`src/rtl/fps_pkg.sv`:
```
// Constants and types shared by the flash boot pin-function select block
package fps_pkg;
   localparam logic [1:0] BOOT_NOR       = 2'h0;
   localparam logic [1:0] BOOT_SFLASH    = 2'h1;
   localparam logic [2:0] F_GPIO         = 3'h0;
   localparam logic [2:0] F_SFLASH_FUNC  = 3'h3;
   localparam logic [2:0] F_NAND_FUNC    = 3'h5;
   localparam logic [1:0] D_GPIO         = 2'h0;
   localparam logic [1:0] D_NAND_FUNC    = 2'h1;
   localparam int         NUM_F          = 4;
   localparam int         NUM_D          = 12;
   localparam logic [4:0] AREA0_WIDTH    = 5'h10;
   localparam int         ADDR_LOW_LINES = 20;
   localparam int         ADDR_HI_LINES  = 5;
   localparam int         F_CLOCK        = 0;
   localparam int         F_SELECT       = 1;
   localparam int         F_DATA_OUT     = 2;
   localparam int         F_DATA_IN      = 3;
   localparam int         SYN_BOOT_A     = 0;
   localparam int         SYN_BOOT_B     = 1;
   localparam int         SYN_EMU        = 2;
   localparam int         SYN_RB         = 3;
   localparam int         SYN_W          = 4;
   localparam int         DBG_STAGES     = 2;
   typedef enum logic {FPS_LOAD, FPS_RUN} fps_phase_t;
endpackage : fps_pkg

```
`src/rtl/fps_debug_reset.sv`:
```
// Debug interface reset: asserts asynchronously, releases on the clock
`timescale 1ns/1ps
module fps_debug_reset #(
   parameter int STAGES = fps_pkg::DBG_STAGES
) (
   input  wire logic clock,
   input  wire logic debug_reset_n,
   output logic      debug_rst
);
   typedef struct packed {
      logic [STAGES-1:0] stage;
   } fps_dbg_t;

   fps_dbg_t q;
   fps_dbg_t d;

   always_comb begin
      d = q;
      d.stage = {q.stage[STAGES-2:0], 1'b1};
   end

   // [RULE14] async debug reset
   always_ff @(posedge clock or negedge debug_reset_n) begin
      if (!debug_reset_n) begin
         q <= '0;
      end else begin
         q <= d;
      end
   end

   // Release is synchronous so debug logic never sees a runt deassertion
   assign debug_rst = ~q.stage[STAGES-1];
endmodule : fps_debug_reset

```
`src/rtl/fps_pin_select.sv`:
```
// Boot strap capture and flash pin-function select
// Summary of operation
// [RULE1] Area 0 always uses a fixed 16-bit data bus width.
// [RULE2] Both boot pins low at reset selects boot mode 0, NOR boot.
// [RULE3] NOR boot enables A1-A20, D0-D15, read strobe and area-0 select.
// [RULE4] Board must hold NOR address inputs above A20 low until enabled.
// [RULE5] Byte-0 write strobe stays undriven until bus unit is programmed.
// [RULE6] Serial flash pins are GPIO until their 3-bit field reads 011.
// [RULE7] Serial-flash boot sets serial flash pin functions automatically.
// [RULE8] Data fields 01 select NAND; 3-bit fields 101 select CE and R/B.
// [RULE9] Shared data pins switch between bus and NAND automatically.
// [RULE10] Boot mode 0 defaults shared pins to bus/NAND, others to GPIO.
// [RULE11] No NAND command issues while ready/busy is low.
// [RULE12] Emulator select sampled during reset; low means emulator mode.
// [RULE13] Emulator select must stay stable one cycle after reset release.
// [RULE14] Low debug reset input resets debug logic asynchronously.
// [RULE15] Emulator drives debug reset timing, otherwise it is held low.
// [RULE16] Mode field writes act next cycle and hold until rewritten.
`timescale 1ns/1ps
module fps_pin_select (
   input  wire logic                         clock,
   input  wire logic                         sys_rst,
   input  wire logic                         boot_select_pin_a,
   input  wire logic                         boot_select_pin_b,
   input  wire logic                         emulator_mode_select_n,
   input  wire logic                         debug_reset_n,
   input  wire logic                         nand_ready_busy,
   input  wire logic [fps_pkg::NUM_F-1:0]    f_mode_we,
   input  wire logic [2:0]                   f_mode_wdata,
   input  wire logic [fps_pkg::NUM_D-1:0]    d_mode_we,
   input  wire logic [1:0]                   d_mode_wdata,
   input  wire logic                         bus_prog_we,
   input  wire logic [fps_pkg::ADDR_HI_LINES-1:0] hi_addr_wdata,
   input  wire logic                         nand_owns_bus,
   input  wire logic                         nand_cmd_req,
   input  wire logic                         bus_cs0_n,
   input  wire logic                         bus_rd_n,
   input  wire logic                         bus_we0_n,
   output logic [1:0]                        boot_mode,
   output logic                              boot_done,
   output logic                              emulator_mode,
   output logic [4:0]                        area0_bus_width,
   output logic [24:0]                       addr_line_en,
   output logic                              area0_select_n,
   output logic                              area0_select_oe,
   output logic                              read_strobe_n,
   output logic                              read_strobe_oe,
   output logic                              byte0_write_strobe_n,
   output logic                              byte0_write_strobe_oe,
   output logic [fps_pkg::NUM_F-1:0][2:0]    f_mode_q,
   output logic [fps_pkg::NUM_D-1:0][1:0]    d_mode_q,
   output logic [fps_pkg::NUM_F-1:0]         sflash_func,
   output logic                              nand_ce_func,
   output logic                              nand_rb_func,
   output logic [fps_pkg::NUM_D-1:0]         d_bus_func,
   output logic [fps_pkg::NUM_D-1:0]         d_nand_func,
   output logic                              d_low_bus_func,
   output logic                              nand_cmd_go,
   output logic                              debug_rst
);
   typedef struct packed {
      logic [fps_pkg::SYN_W-1:0]             meta;
      logic [fps_pkg::SYN_W-1:0]             sync;
      logic [1:0]                            boot_mode;
      logic                                  emu_n;
      fps_pkg::fps_phase_t                   phase;
      logic                                  bus_prog;
      logic [fps_pkg::ADDR_HI_LINES-1:0]     hi_en;
      logic [fps_pkg::NUM_F-1:0][2:0]        f_mode;
      logic [fps_pkg::NUM_D-1:0][1:0]        d_mode;
   } fps_state_t;

   fps_state_t q;
   fps_state_t d;

   function automatic logic f_is(input logic [2:0] m, input logic [2:0] c);
      f_is = (m == c);
   endfunction : f_is

   logic nor_cfg;
   logic bus_live;

   always_comb begin
      d = q;
      d.meta = {nand_ready_busy, emulator_mode_select_n,
                boot_select_pin_b, boot_select_pin_a};
      d.sync = q.meta;
      if (sys_rst) begin
         // [RULE2] strap capture
         d.boot_mode = {q.sync[fps_pkg::SYN_BOOT_B],
                        q.sync[fps_pkg::SYN_BOOT_A]};
         // [RULE12] emulator select capture
         d.emu_n    = q.sync[fps_pkg::SYN_EMU];
         d.phase    = fps_pkg::FPS_LOAD;
         d.bus_prog = 1'b0;
         d.hi_en    = '0;
         // [RULE6] GPIO by default
         d.f_mode   = {fps_pkg::NUM_F{fps_pkg::F_GPIO}};
         d.d_mode   = {fps_pkg::NUM_D{fps_pkg::D_GPIO}};
      end else begin
         unique case (q.phase)
            fps_pkg::FPS_LOAD: begin
               // [RULE7] loader sets serial pins
               if (q.boot_mode == fps_pkg::BOOT_SFLASH) begin
                  d.f_mode = {fps_pkg::NUM_F{fps_pkg::F_SFLASH_FUNC}};
               end
               // [RULE10] NOR boot shared-pin default
               if (q.boot_mode == fps_pkg::BOOT_NOR) begin
                  d.d_mode = {fps_pkg::NUM_D{fps_pkg::D_NAND_FUNC}};
               end
               d.phase = fps_pkg::FPS_RUN;
            end
            fps_pkg::FPS_RUN: begin
            end
         endcase
         // [RULE16] software field writes win
         for (int i = 0; i < fps_pkg::NUM_F; i++) begin
            if (f_mode_we[i]) begin
               d.f_mode[i] = f_mode_wdata;
            end
         end
         for (int i = 0; i < fps_pkg::NUM_D; i++) begin
            if (d_mode_we[i]) begin
               d.d_mode[i] = d_mode_wdata;
            end
         end
         if (bus_prog_we) begin
            d.bus_prog = 1'b1;
            d.hi_en    = hi_addr_wdata;
         end
      end
   end

   always_ff @(posedge clock) begin
      q <= d;
   end

   assign boot_mode     = q.boot_mode;
   assign boot_done     = (q.phase == fps_pkg::FPS_RUN);
   assign emulator_mode = ~q.emu_n;
   // [RULE1] fixed area-0 width
   assign area0_bus_width = fps_pkg::AREA0_WIDTH;

   // [RULE3] minimal NOR bus setup
   assign nor_cfg  = boot_done && (q.boot_mode == fps_pkg::BOOT_NOR);
   assign bus_live = nor_cfg | q.bus_prog;
   // [RULE4] upper lines stay off until software enables them
   assign addr_line_en = {q.hi_en & {fps_pkg::ADDR_HI_LINES{q.bus_prog}},
                          {fps_pkg::ADDR_LOW_LINES{bus_live}}};
   assign area0_select_n  = bus_cs0_n;
   assign area0_select_oe = bus_live;
   assign read_strobe_n   = bus_rd_n;
   assign read_strobe_oe  = bus_live;
   // [RULE5] write strobe floats until programmed
   assign byte0_write_strobe_n  = bus_we0_n;
   assign byte0_write_strobe_oe = q.bus_prog;

   assign f_mode_q = q.f_mode;
   assign d_mode_q = q.d_mode;

   genvar g;
   generate
      for (g = 0; g < fps_pkg::NUM_F; g++) begin : g_sflash
         // [RULE6] serial function on 011
         assign sflash_func[g] = f_is(q.f_mode[g], fps_pkg::F_SFLASH_FUNC);
      end
      for (g = 0; g < fps_pkg::NUM_D; g++) begin : g_dpin
         // [RULE9] automatic bus and NAND handover
         assign d_nand_func[g] = (q.d_mode[g] == fps_pkg::D_NAND_FUNC)
                                 && nand_owns_bus;
         assign d_bus_func[g]  = (q.d_mode[g] == fps_pkg::D_NAND_FUNC)
                                 && !nand_owns_bus;
      end
   endgenerate

   // [RULE8] CE and ready/busy on 101
   assign nand_ce_func = f_is(q.f_mode[fps_pkg::F_SELECT],
                              fps_pkg::F_NAND_FUNC);
   assign nand_rb_func = f_is(q.f_mode[fps_pkg::F_CLOCK],
                              fps_pkg::F_NAND_FUNC);
   // [RULE10] low data pins are bus pins only in NOR boot
   assign d_low_bus_func = nor_cfg;
   // [RULE11] hold commands while busy
   assign nand_cmd_go = nand_cmd_req && nand_ce_func && nand_rb_func
                        && q.sync[fps_pkg::SYN_RB];

   // Release is held back two clocks after the input rises
   fps_debug_reset #(
      .STAGES (fps_pkg::DBG_STAGES)
   ) fps_debug_reset_i (
      .clock         (clock),
      .debug_reset_n (debug_reset_n),
      .debug_rst     (debug_rst)
   );
endmodule : fps_pin_select

```
`config.mk`:
```
export PLATFORM = sky130hd
export DESIGN_NAME = fps_pin_select
export DESIGN_NICKNAME = d
export VERILOG_FILES = /design/src/rtl/fps_pkg.sv /design/src/rtl/fps_debug_reset.sv /design/src/rtl/fps_pin_select.sv
export SDC_FILE = /design/constraint.sdc
export NUM_CORES = 1
export LEC_CHECK = 0
export ABC_AREA = 1
export BUFFER_PORTS_ARGS = -buffer_cell sky130_fd_sc_hd__buf_2
export CORE_MARGIN = 5
export CORE_UTILIZATION = 35
export DETAILED_ROUTE_END_ITERATION = 10
export GPL_TIMING_DRIVEN = 0
export HOLD_SLACK_MARGIN = 0.06
export PLACE_DENSITY_LB_ADDON = 0.25
export SLEW_MARGIN = 15
export SYNTH_ARGS = -nofsm -noshare
export SYNTH_HDL_FRONTEND = slang
export SYNTH_HIERARCHICAL = 1
export SYNTH_SLANG_ARGS = --single-unit
```
`constraint.sdc`:
```
create_clock -name clock -period 4.9 [get_ports clock]
set_clock_uncertainty 0.2 [all_clocks]
set_input_delay 0.49 -clock clock [delete_from_list [all_inputs] [get_ports clock]]
set_output_delay 0.49 -clock clock [all_outputs]
set_load 0.03 [all_outputs]
```
==> results by group, run 1 <==
Synth
  • Adder-Cell Fraction of Synth Area: 0%
  • Synth Area in Simple Gates: between 20% and 30%
  • Post-synth top area cell: dfxtp_1
  • XOR/XNOR Fraction of Synth Area: 0%
  • Synth Warn #: 6
  • Synth top area cells: dfxtp_1 36%, buf_4 18%, inv_1 9.7%
  • Share of the synthesized area in the top cell type: roughly 36%
  • Mapped Area: approximately 2800 sq um
  • Seq/Total Area, Yosys: 40.9%
  • Synth async-reset ratio: 3.57%
  • Mapped Avg Cell Area: 7.51 sq um
  • Post-Syn Instances: between 300 and 400
  • Synth Area in Compound Gates: 7.58%
  • Number of synthesized flops with an enable pin: 3
  • Top_reg_cell synth: dfxtp_1
  • Flops & latches, synth: 56
  • Netlist cell types: 20
  • Largest family of logic cells by synthesized area: buffers and inverters
  • Mux contribution to synthesized area: 0%

STA
  • Fin. max-slew vios: 0
  • Endpoints failing hold: 0
  • Fmax: 370 MHz
  • Final setup viols: 0
  • Final period util: about 55%
  • Unrepaired setup endpoints after global routing: false
  • Max_slew headroom: 55.5%
  • Worst hold slack: a little under 100 ps
  • Worst slew pin tran: about 660 ps
  • Total Neg Setup Slack: 0 ps
  • Tmin final: about 2700 ps

Worst hold path
  • Worst Hold End: d[46]
  • Cell count of the worst hold path: 1
  • Min-Delay Startpoint: boot_select_pin_a
  • Min-delay worst type: input pin to flip-flop

Cells and area
  • Commonest non-fill, non-tap cell in the layout: buf_2
  • Diodes inserted: 0
  • Area Overhead vs Synth: 35.3%
  • Nets: about 570
  • Fin cells: around 640
  • Share of cells above drive strength 1: a little over two fifths
  • Most frequent cells in the layout: 144 x buf_2, 73 x inv_1, 67 x buf_4, 51 x dfxtp_1, 42 x nand2_1

Outcome
  • Status: finished clean

Global routing
  • First-pass GRT wire length: 11800 um
  • Total GRT Usage: around 14%
  • Pin count of the biggest net entering global routing: 19
  • Gr ovfl total: 0
  • Antenna violations before repair: 0
  • Vias in the first global route: 2589

Worst setup path
  • CP startpoint kind: flip-flop
  • Crit-path slowest cell: o21ai_1
  • Req. time, crit path: approximately 4200 ps
  • R2r endpoint: d_mode_q[9]
  • Crit path largest cell delay: 530 ps
  • Reg2reg path depth: 5
  • Critical Path End Type: output port
  • Crit-path cells: nor2_2, inv_1, o21ai_1, buf_6, buf_4, buf_2
  • R2r startpoint: boot_mode[1]
  • FF-to-FF setup slack: 3570 ps
  • Kind of critical path: flip-flop to output port
  • Largest fanout on the critical path: 13
  • Crit path DAT: approximately 2000 ps

CTS
  • Root Buffer: clkbuf_8
  • Clock latency at the later pin of the worst-skew pair: 300 ps
  • Max Root-Sink Buffers: 2
  • H-tree depth: 2
  • Post-CTS sizing: 0
  • TritonCTS Sinks: between 50 and 60
  • CTS tree: yes
  • CTS clk-pin slew, worst paths: ~100 ps
  • CTS buffer count: 5

Run
  • Max Cap Viol: 0

Drt
  • Antenna Violating Nets Remaining: 0
  • Vias: 2716
  • DR WL/cell: between 10 and 15 um
  • Final wirelength: 7400 um
  • WL met2: approximately 3700 um
  • Initial DRC count: 76
  • Met3 routed WL: between 700 and 800 um
  • Residual DRC: 0
  • M1 WL: 2960 um
  • DR pass1 iterations: 4
  • Highest Signal Layer: met4
  • Vias/cell: around 4.3

Power and ir drop
  • Peak VDD IR: ~130 uV
  • Total power: about 0.0011 W
  • Total power per unit cell area: just under 300 nW/um^2
  • Leak: about 2.3 nW

Floorplan
  • Die area: ~10000 sq um
  • # IOs: 148
  • Die Ht: between 100 and 150 um
  • Starting density of the core: between 30% and 40%
  • DIE WIDTH: 100 um
  • Rows: 32
  • Core area: between 7000 and 8000 sq um

Placed design
  • Placer Congestion: roughly 0.77
  • Placed cells: slightly above 600
  • Dpl hpwl: a little under 6000 um
  • Port Buffer Count: roughly 140
-- Yosys cell counts (2+ instances only) --
| cell type | count |
|---|---|
| buf_6 | 4 |
| edfxtp_1 | 3 |
| nor3_1 | 28 |
| nand2_1 | 42 |
| inv_1 | 73 |
| nor2_1 | 13 |
| dfrtp_1 | 2 |
| dfxtp_1 | 51 |
| o21ai_0 | 6 |
| nand3_2 | 4 |
| buf_4 | 67 |
| conb_1 | 3 |
| buf_2 | 5 |
| nand3_1 | 35 |
| a21oi_1 | 37 |
-- flip-flops by register name, indices dropped and copies added, names as in the netlist --
| register | cells |
|---|---|
| boot_mode | 2 |
| fps_debug_reset_i/q | 2 |
| d_mode_q | 24 |
| q | 10 |
| f_mode_q | 12 |
| d | 4 |
| byte0_write_strobe_oe | 1 |
| boot_done | 1 |
-- cells by family after synthesis --
family | count (synthesis)
DFF | 56
buffers and inverters | 152
other | 3
AOI/OAI and AO/OA | 43
and+or+nand+nor | 124
-- worst max-delay path, delay by kind of cell, from the launching register on --
kind	cells	cell delay, ps
flip-flops	1	440
buffers and inverters	4	580
AND/OR/NAND/NOR	1	150
AO/OA/AOI/OAI	1	530
-- power by group --
part / total, W / switching [W] / internal (W)
clock network: 0.000306 / 0.000152 / 0.000154
logic: 0.000330 / 0.000206 / 0.000123
registers: 0.000507 / 0.0000185 / 0.000489
-- layer usage --
metal	up-vias	global-route usage, %
li1	1403	-
met1	1198	16.3
met3	2	4.38
met2	113	26.4
met5	-	0
met4	0	3.21
-- worst max-delay path by stage --
stage	endpoint	cells after the start	from
floorplan	addr_line_en[0]	3	boot_done
global placement	addr_line_en[10]	5	boot_mode[1]
detailed placement	addr_line_en[6]	6	boot_mode[1]
CTS	addr_line_en[6]	6	boot_mode[1]
global route	addr_line_en[6]	6	boot_mode[1]
finish	addr_line_en[19]	6	boot_mode[1]
-- layout make-up --
class                      count  area, sq um
buffer                        78          599
clock buffer                   5         68.8
clock inverter                 3         47.5
fill                         783         3970
inverter                      74          278
multi-input combinational    173          812
sequential                    56         1160
tap                          102          128
timing repair buffer         144          747
-- metrics by stage --
step	instance area (sq um)	setup slack (ps)	util, %
finish	3840	2200	49.2
global placement	3670	1650	47.1
detailed placement	3680	2510	47.2
global route	3840	1980	49.2
floorplan	2850	1440	-
CTS	3820	2150	48.9
-- timing repair --
item                                   CTS  global route
endpoints found under the hold margin    3             2
buffers inserted                         0             0
hold buffers                             2             2
(Power assumes the default switching activity.)
==> inputs of run 2 (changes only) <==
--- a/config.mk
+++ b/config.mk
@@ -5,7 +5,7 @@
 export SDC_FILE = /design/constraint.sdc
 export NUM_CORES = 1
 export LEC_CHECK = 0
-export ABC_AREA = 1
+export ABC_AREA = 0
 export BUFFER_PORTS_ARGS = -buffer_cell sky130_fd_sc_hd__buf_2
 export CORE_MARGIN = 5
 export CORE_UTILIZATION = 35
==> constraint.sdc (replaced) <==
create_clock -name clock -period 2.75 [get_ports clock]
set_clock_uncertainty 0.2 [all_clocks]
set_input_delay 0.275 -clock clock [delete_from_list [all_inputs] [get_ports clock]]
set_output_delay 0.275 -clock clock [all_outputs]
set_load 0.03 [all_outputs]
==> results by group, run 2 <==
Synth
  • Seq/Total Area, Yosys: 42.2% (+1.3 points)
  • Post-Syn Instances: 277 (-27%)
  • Netlist cell types: 26 (+30%)
  • Synth top cells by count: 67 x buf_4, 51 x dfxtp_1, 32 x nor2_1
  • Mapped Area: 2750 sq um (-3.0%)
  • Top-count cell post-synth: buf_4
  • Post-synth top area cell: dfxtp_1
  • Synth top area cells: dfxtp_1 37%, buf_4 18%, nor3b_1 7.9%
  • Flops & latches, synth: 56 (unchanged)
  • Top_reg_cell synth: dfxtp_1
  • Number of synthesized flops with an enable pin: 3 (unchanged)
  • Share of the synthesized area in the top cell type: 37.1% (+1.1 points)
  • Synth Warn #: 6 (unchanged)
  • Mapped Avg Cell Area: 9.94 sq um (+32%)
  • Synth async-reset ratio: 3.57% (unchanged)

Cells and area
  • Diodes inserted: 0 (unchanged)
  • Commonest non-fill, non-tap cell in the layout: buf_2
  • Max FFs per register: 24 (unchanged)
  • Nets: 492 (-14%)
  • Area Overhead vs Synth: 44.2%
  • Most frequent cells in the layout: 141 x buf_2, 67 x buf_4, 51 x dfxtp_1, 32 x nor2_1, 29 x nor3b_1
  • Util after Layout: 51.6% (+2.4 points)
  • Final instance area: 3970 sq um (+3.4%)
  • Share of cells above drive strength 1: 50.2% (+6.7 points)

STA
  • Worst slew pin tran: 703 ps (+39.8 ps)
  • Max_slew headroom: 53.1% (-2.4 points)
  • Endpoints failing hold: 0 (unchanged)
  • Setup slack after layout: 335 ps (-1860 ps)
  • Final setup viols: 0 (unchanged)
  • Final period util: 87.8%
  • Fmax: roughly 410 MHz
  • Fin. max-slew vios: 0 (unchanged)
  • Total Neg Setup Slack: 0 ps (unchanged)
  • Tmin final: approximately 2400 ps
  • Unrepaired setup endpoints after global routing: false

Global routing
  • First-pass GRT wire length: 11600 um (-1.6%)
  • Antenna violations before repair: 0 (unchanged)
  • Met2 Use GR: 24.8% (-1.6 points)
  • Vias in the first global route: 2336 (-9.8%)
  • Gr ovfl total: 0 (unchanged)
  • Met1 Use GR: 18.2% (+1.9 points)
  • Pin count of the biggest net entering global routing: 23 (+4)
  • Total GRT Usage: 14.5% (+0.092 points)
  • Grt met3 use: 3.75% (-0.63 points)
  • Most Crowded Layer GR: met2

Placed design
  • DP Worst Slack: 599 ps (-1910 ps)
  • Placer Congestion: 0.747 (-2.5%)
  • Placed instance area: 3580 sq um (-2.8%)
  • Dpl hpwl: 5380 um (-8.2%)
  • Port Buffer Count: 138 (-0.72%)

Worst hold path
  • Min-delay worst type: input pin to flip-flop

Drt
  • Antenna Violating Nets Remaining: 0 (unchanged)
  • Initial DRC count: 52 (-32%)
  • Vias/cell: 4.40 (+2.9%)
  • Residual DRC: 0 (unchanged)
  • Final wirelength: 7210 um (-2.6%)
  • DR pass1 iterations: 4 (unchanged)
  • Vias: 2448 (-9.9%)
  • DR WL/cell: 13.0 um (+11%)

CTS
  • Clock latency at the later pin of the worst-skew pair: 300 ps (about the same)
  • CTS Hold Bufs: 28 (+26)
  • Post-CTS sizing: 0 (unchanged)
  • Setup bufs post-CTS: 0 (unchanged)
  • Root Buffer: clkbuf_8
  • H-tree depth: 2 (unchanged)
  • CTS clk-pin slew, worst paths: 100 ps (about the same)
  • TritonCTS Sinks: 56 (unchanged)
  • CTS tree: yes
  • Max Root-Sink Buffers: 2 (unchanged)
  • CTS buffer count: 5 (unchanged)

Outcome
  • Status: finished clean

Power and ir drop
  • Clk network pwr share: 25.7% (-1.1 points)
  • Share of power burned in registers: 45.0% (+0.6 points)
  • Combinational power share: 29.3% (+0.5 points)
  • Total power per unit cell area: 510 nW/um^2 (+71%)
  • Total power: 0.00203 W (+77%)
  • Peak VDD IR: 296 uV (+130%)
  • NetSw: 0.000636 W (+69%)
  • Internal power: 0.00139 W (+81%)
  • Leak: 2.07 nW (-11%)
  • Switching Share: 31.4% (-1.6 points)

Worst setup path
  • CP startpoint kind: flip-flop
  • Req. time, crit path: 2280 ps (-1930 ps)
  • Kind of critical path: flip-flop to output port
  • Crit path largest cell delay: 430 ps (-100 ps)
  • Largest fanout on the critical path: 22 (+9)
  • Crit path DAT: 1940 ps (-70 ps)
  • Critical Path End Type: output port
  • Crit-path cells: nor3b_1, or2_2, buf_4, buf_2
  • Crit-path slowest cell: edfxtp_1

Floorplan
  • Starting density of the core: 35.8% (-0.55 points)
  • Core area: 7690 sq um (-1.5%)
  • Die Ht: 98.7 um (-1.4%)
  • Rows: 32 (unchanged)
  • DIE WIDTH: 98.7 um (-1.4%)
  • # IOs: 148 (unchanged)
  • Die area: 9740 sq um (-2.7%)

Run
  • Max Cap Viol: 0 (unchanged)
-- run 2: kinds of logic after synthesis --
| logic type | after synthesis | synth area share [%] |
|---|---|---|
| and+or+nand+nor | 90 | 19.8 |
| buffers and inverters | 87 | 22.1 |
| DFF | 56 | 42.2 |
| AOI/OAI and AO/OA | 36 | 13.7 |
| muxes | 5 | 1.82 |
| other | 3 | 0.409 |
-- run 2: layer usage --
layer	vias to the layer above	routed length (um)
met5	-	0
met4	0	53
met3	5	575
met2	94	3470
met1	1103	3120
li1	1246	-
-- run 2: layout make-up --
class,count,area [sq um]
Tap cell,102,128
Clock inverter,2,35.0
Timing Repair Buffer,166,971
Multi-Input combinational cell,137,995
Sequential cell,56,1160
Buffer,81,586
Clock buffer,6,72.6
Fill cell,728,3720
Inverter,6,22.5
-- run 2: worst paths after layout --
kind / from / slack, ps / endpoint / depth (start not counted)
max: boot_mode[1] / 340 / addr_line_en[6] / 4
min: d_mode_wdata[0] / 90 / d_mode_q[4] / 3
max reg2reg: boot_mode[1] / 1130 / f_mode_q[7] / 3
min reg2reg: d[48] / 130 / q[48] / 0
max in group asynchronous: debug_reset_n / 1610 / fps_debug_reset_i/q[0] / 3
min in group asynchronous: debug_reset_n / 610 / fps_debug_reset_i/q[1] / 3
-- run 2: worst max-delay path: cells and delay by family (launching register included) --
family,cells,cell delay [ps]
simple gates,2,850
buf+inv,2,360
flops,1,430
-- run 2: power groups by stage --
stage / clock (W) / combinational, W / sequential, W
after CTS: 0.000540 / 0.000598 / 0.000912
final: 0.000520 / 0.000593 / 0.000911
after global routing: 0.000576 / 0.000636 / 0.000920
after detailed placement: 0 / 0.000566 / 0.000930
after floorplan: 0 / 0.000414 / 0.000921
after global placement: 0 / 0.000560 / 0.000928
-- run 2: metrics by stage --
step / hold slack, ps / std cells
2_1_floorplan: -221 / 280
3_3_place_gp: -140 / 520
3_5_place_dp: -139 / 520
4_1_cts: 70.9 / 556
5_1_grt: 73.0 / 556
6_report: 88.1 / 556
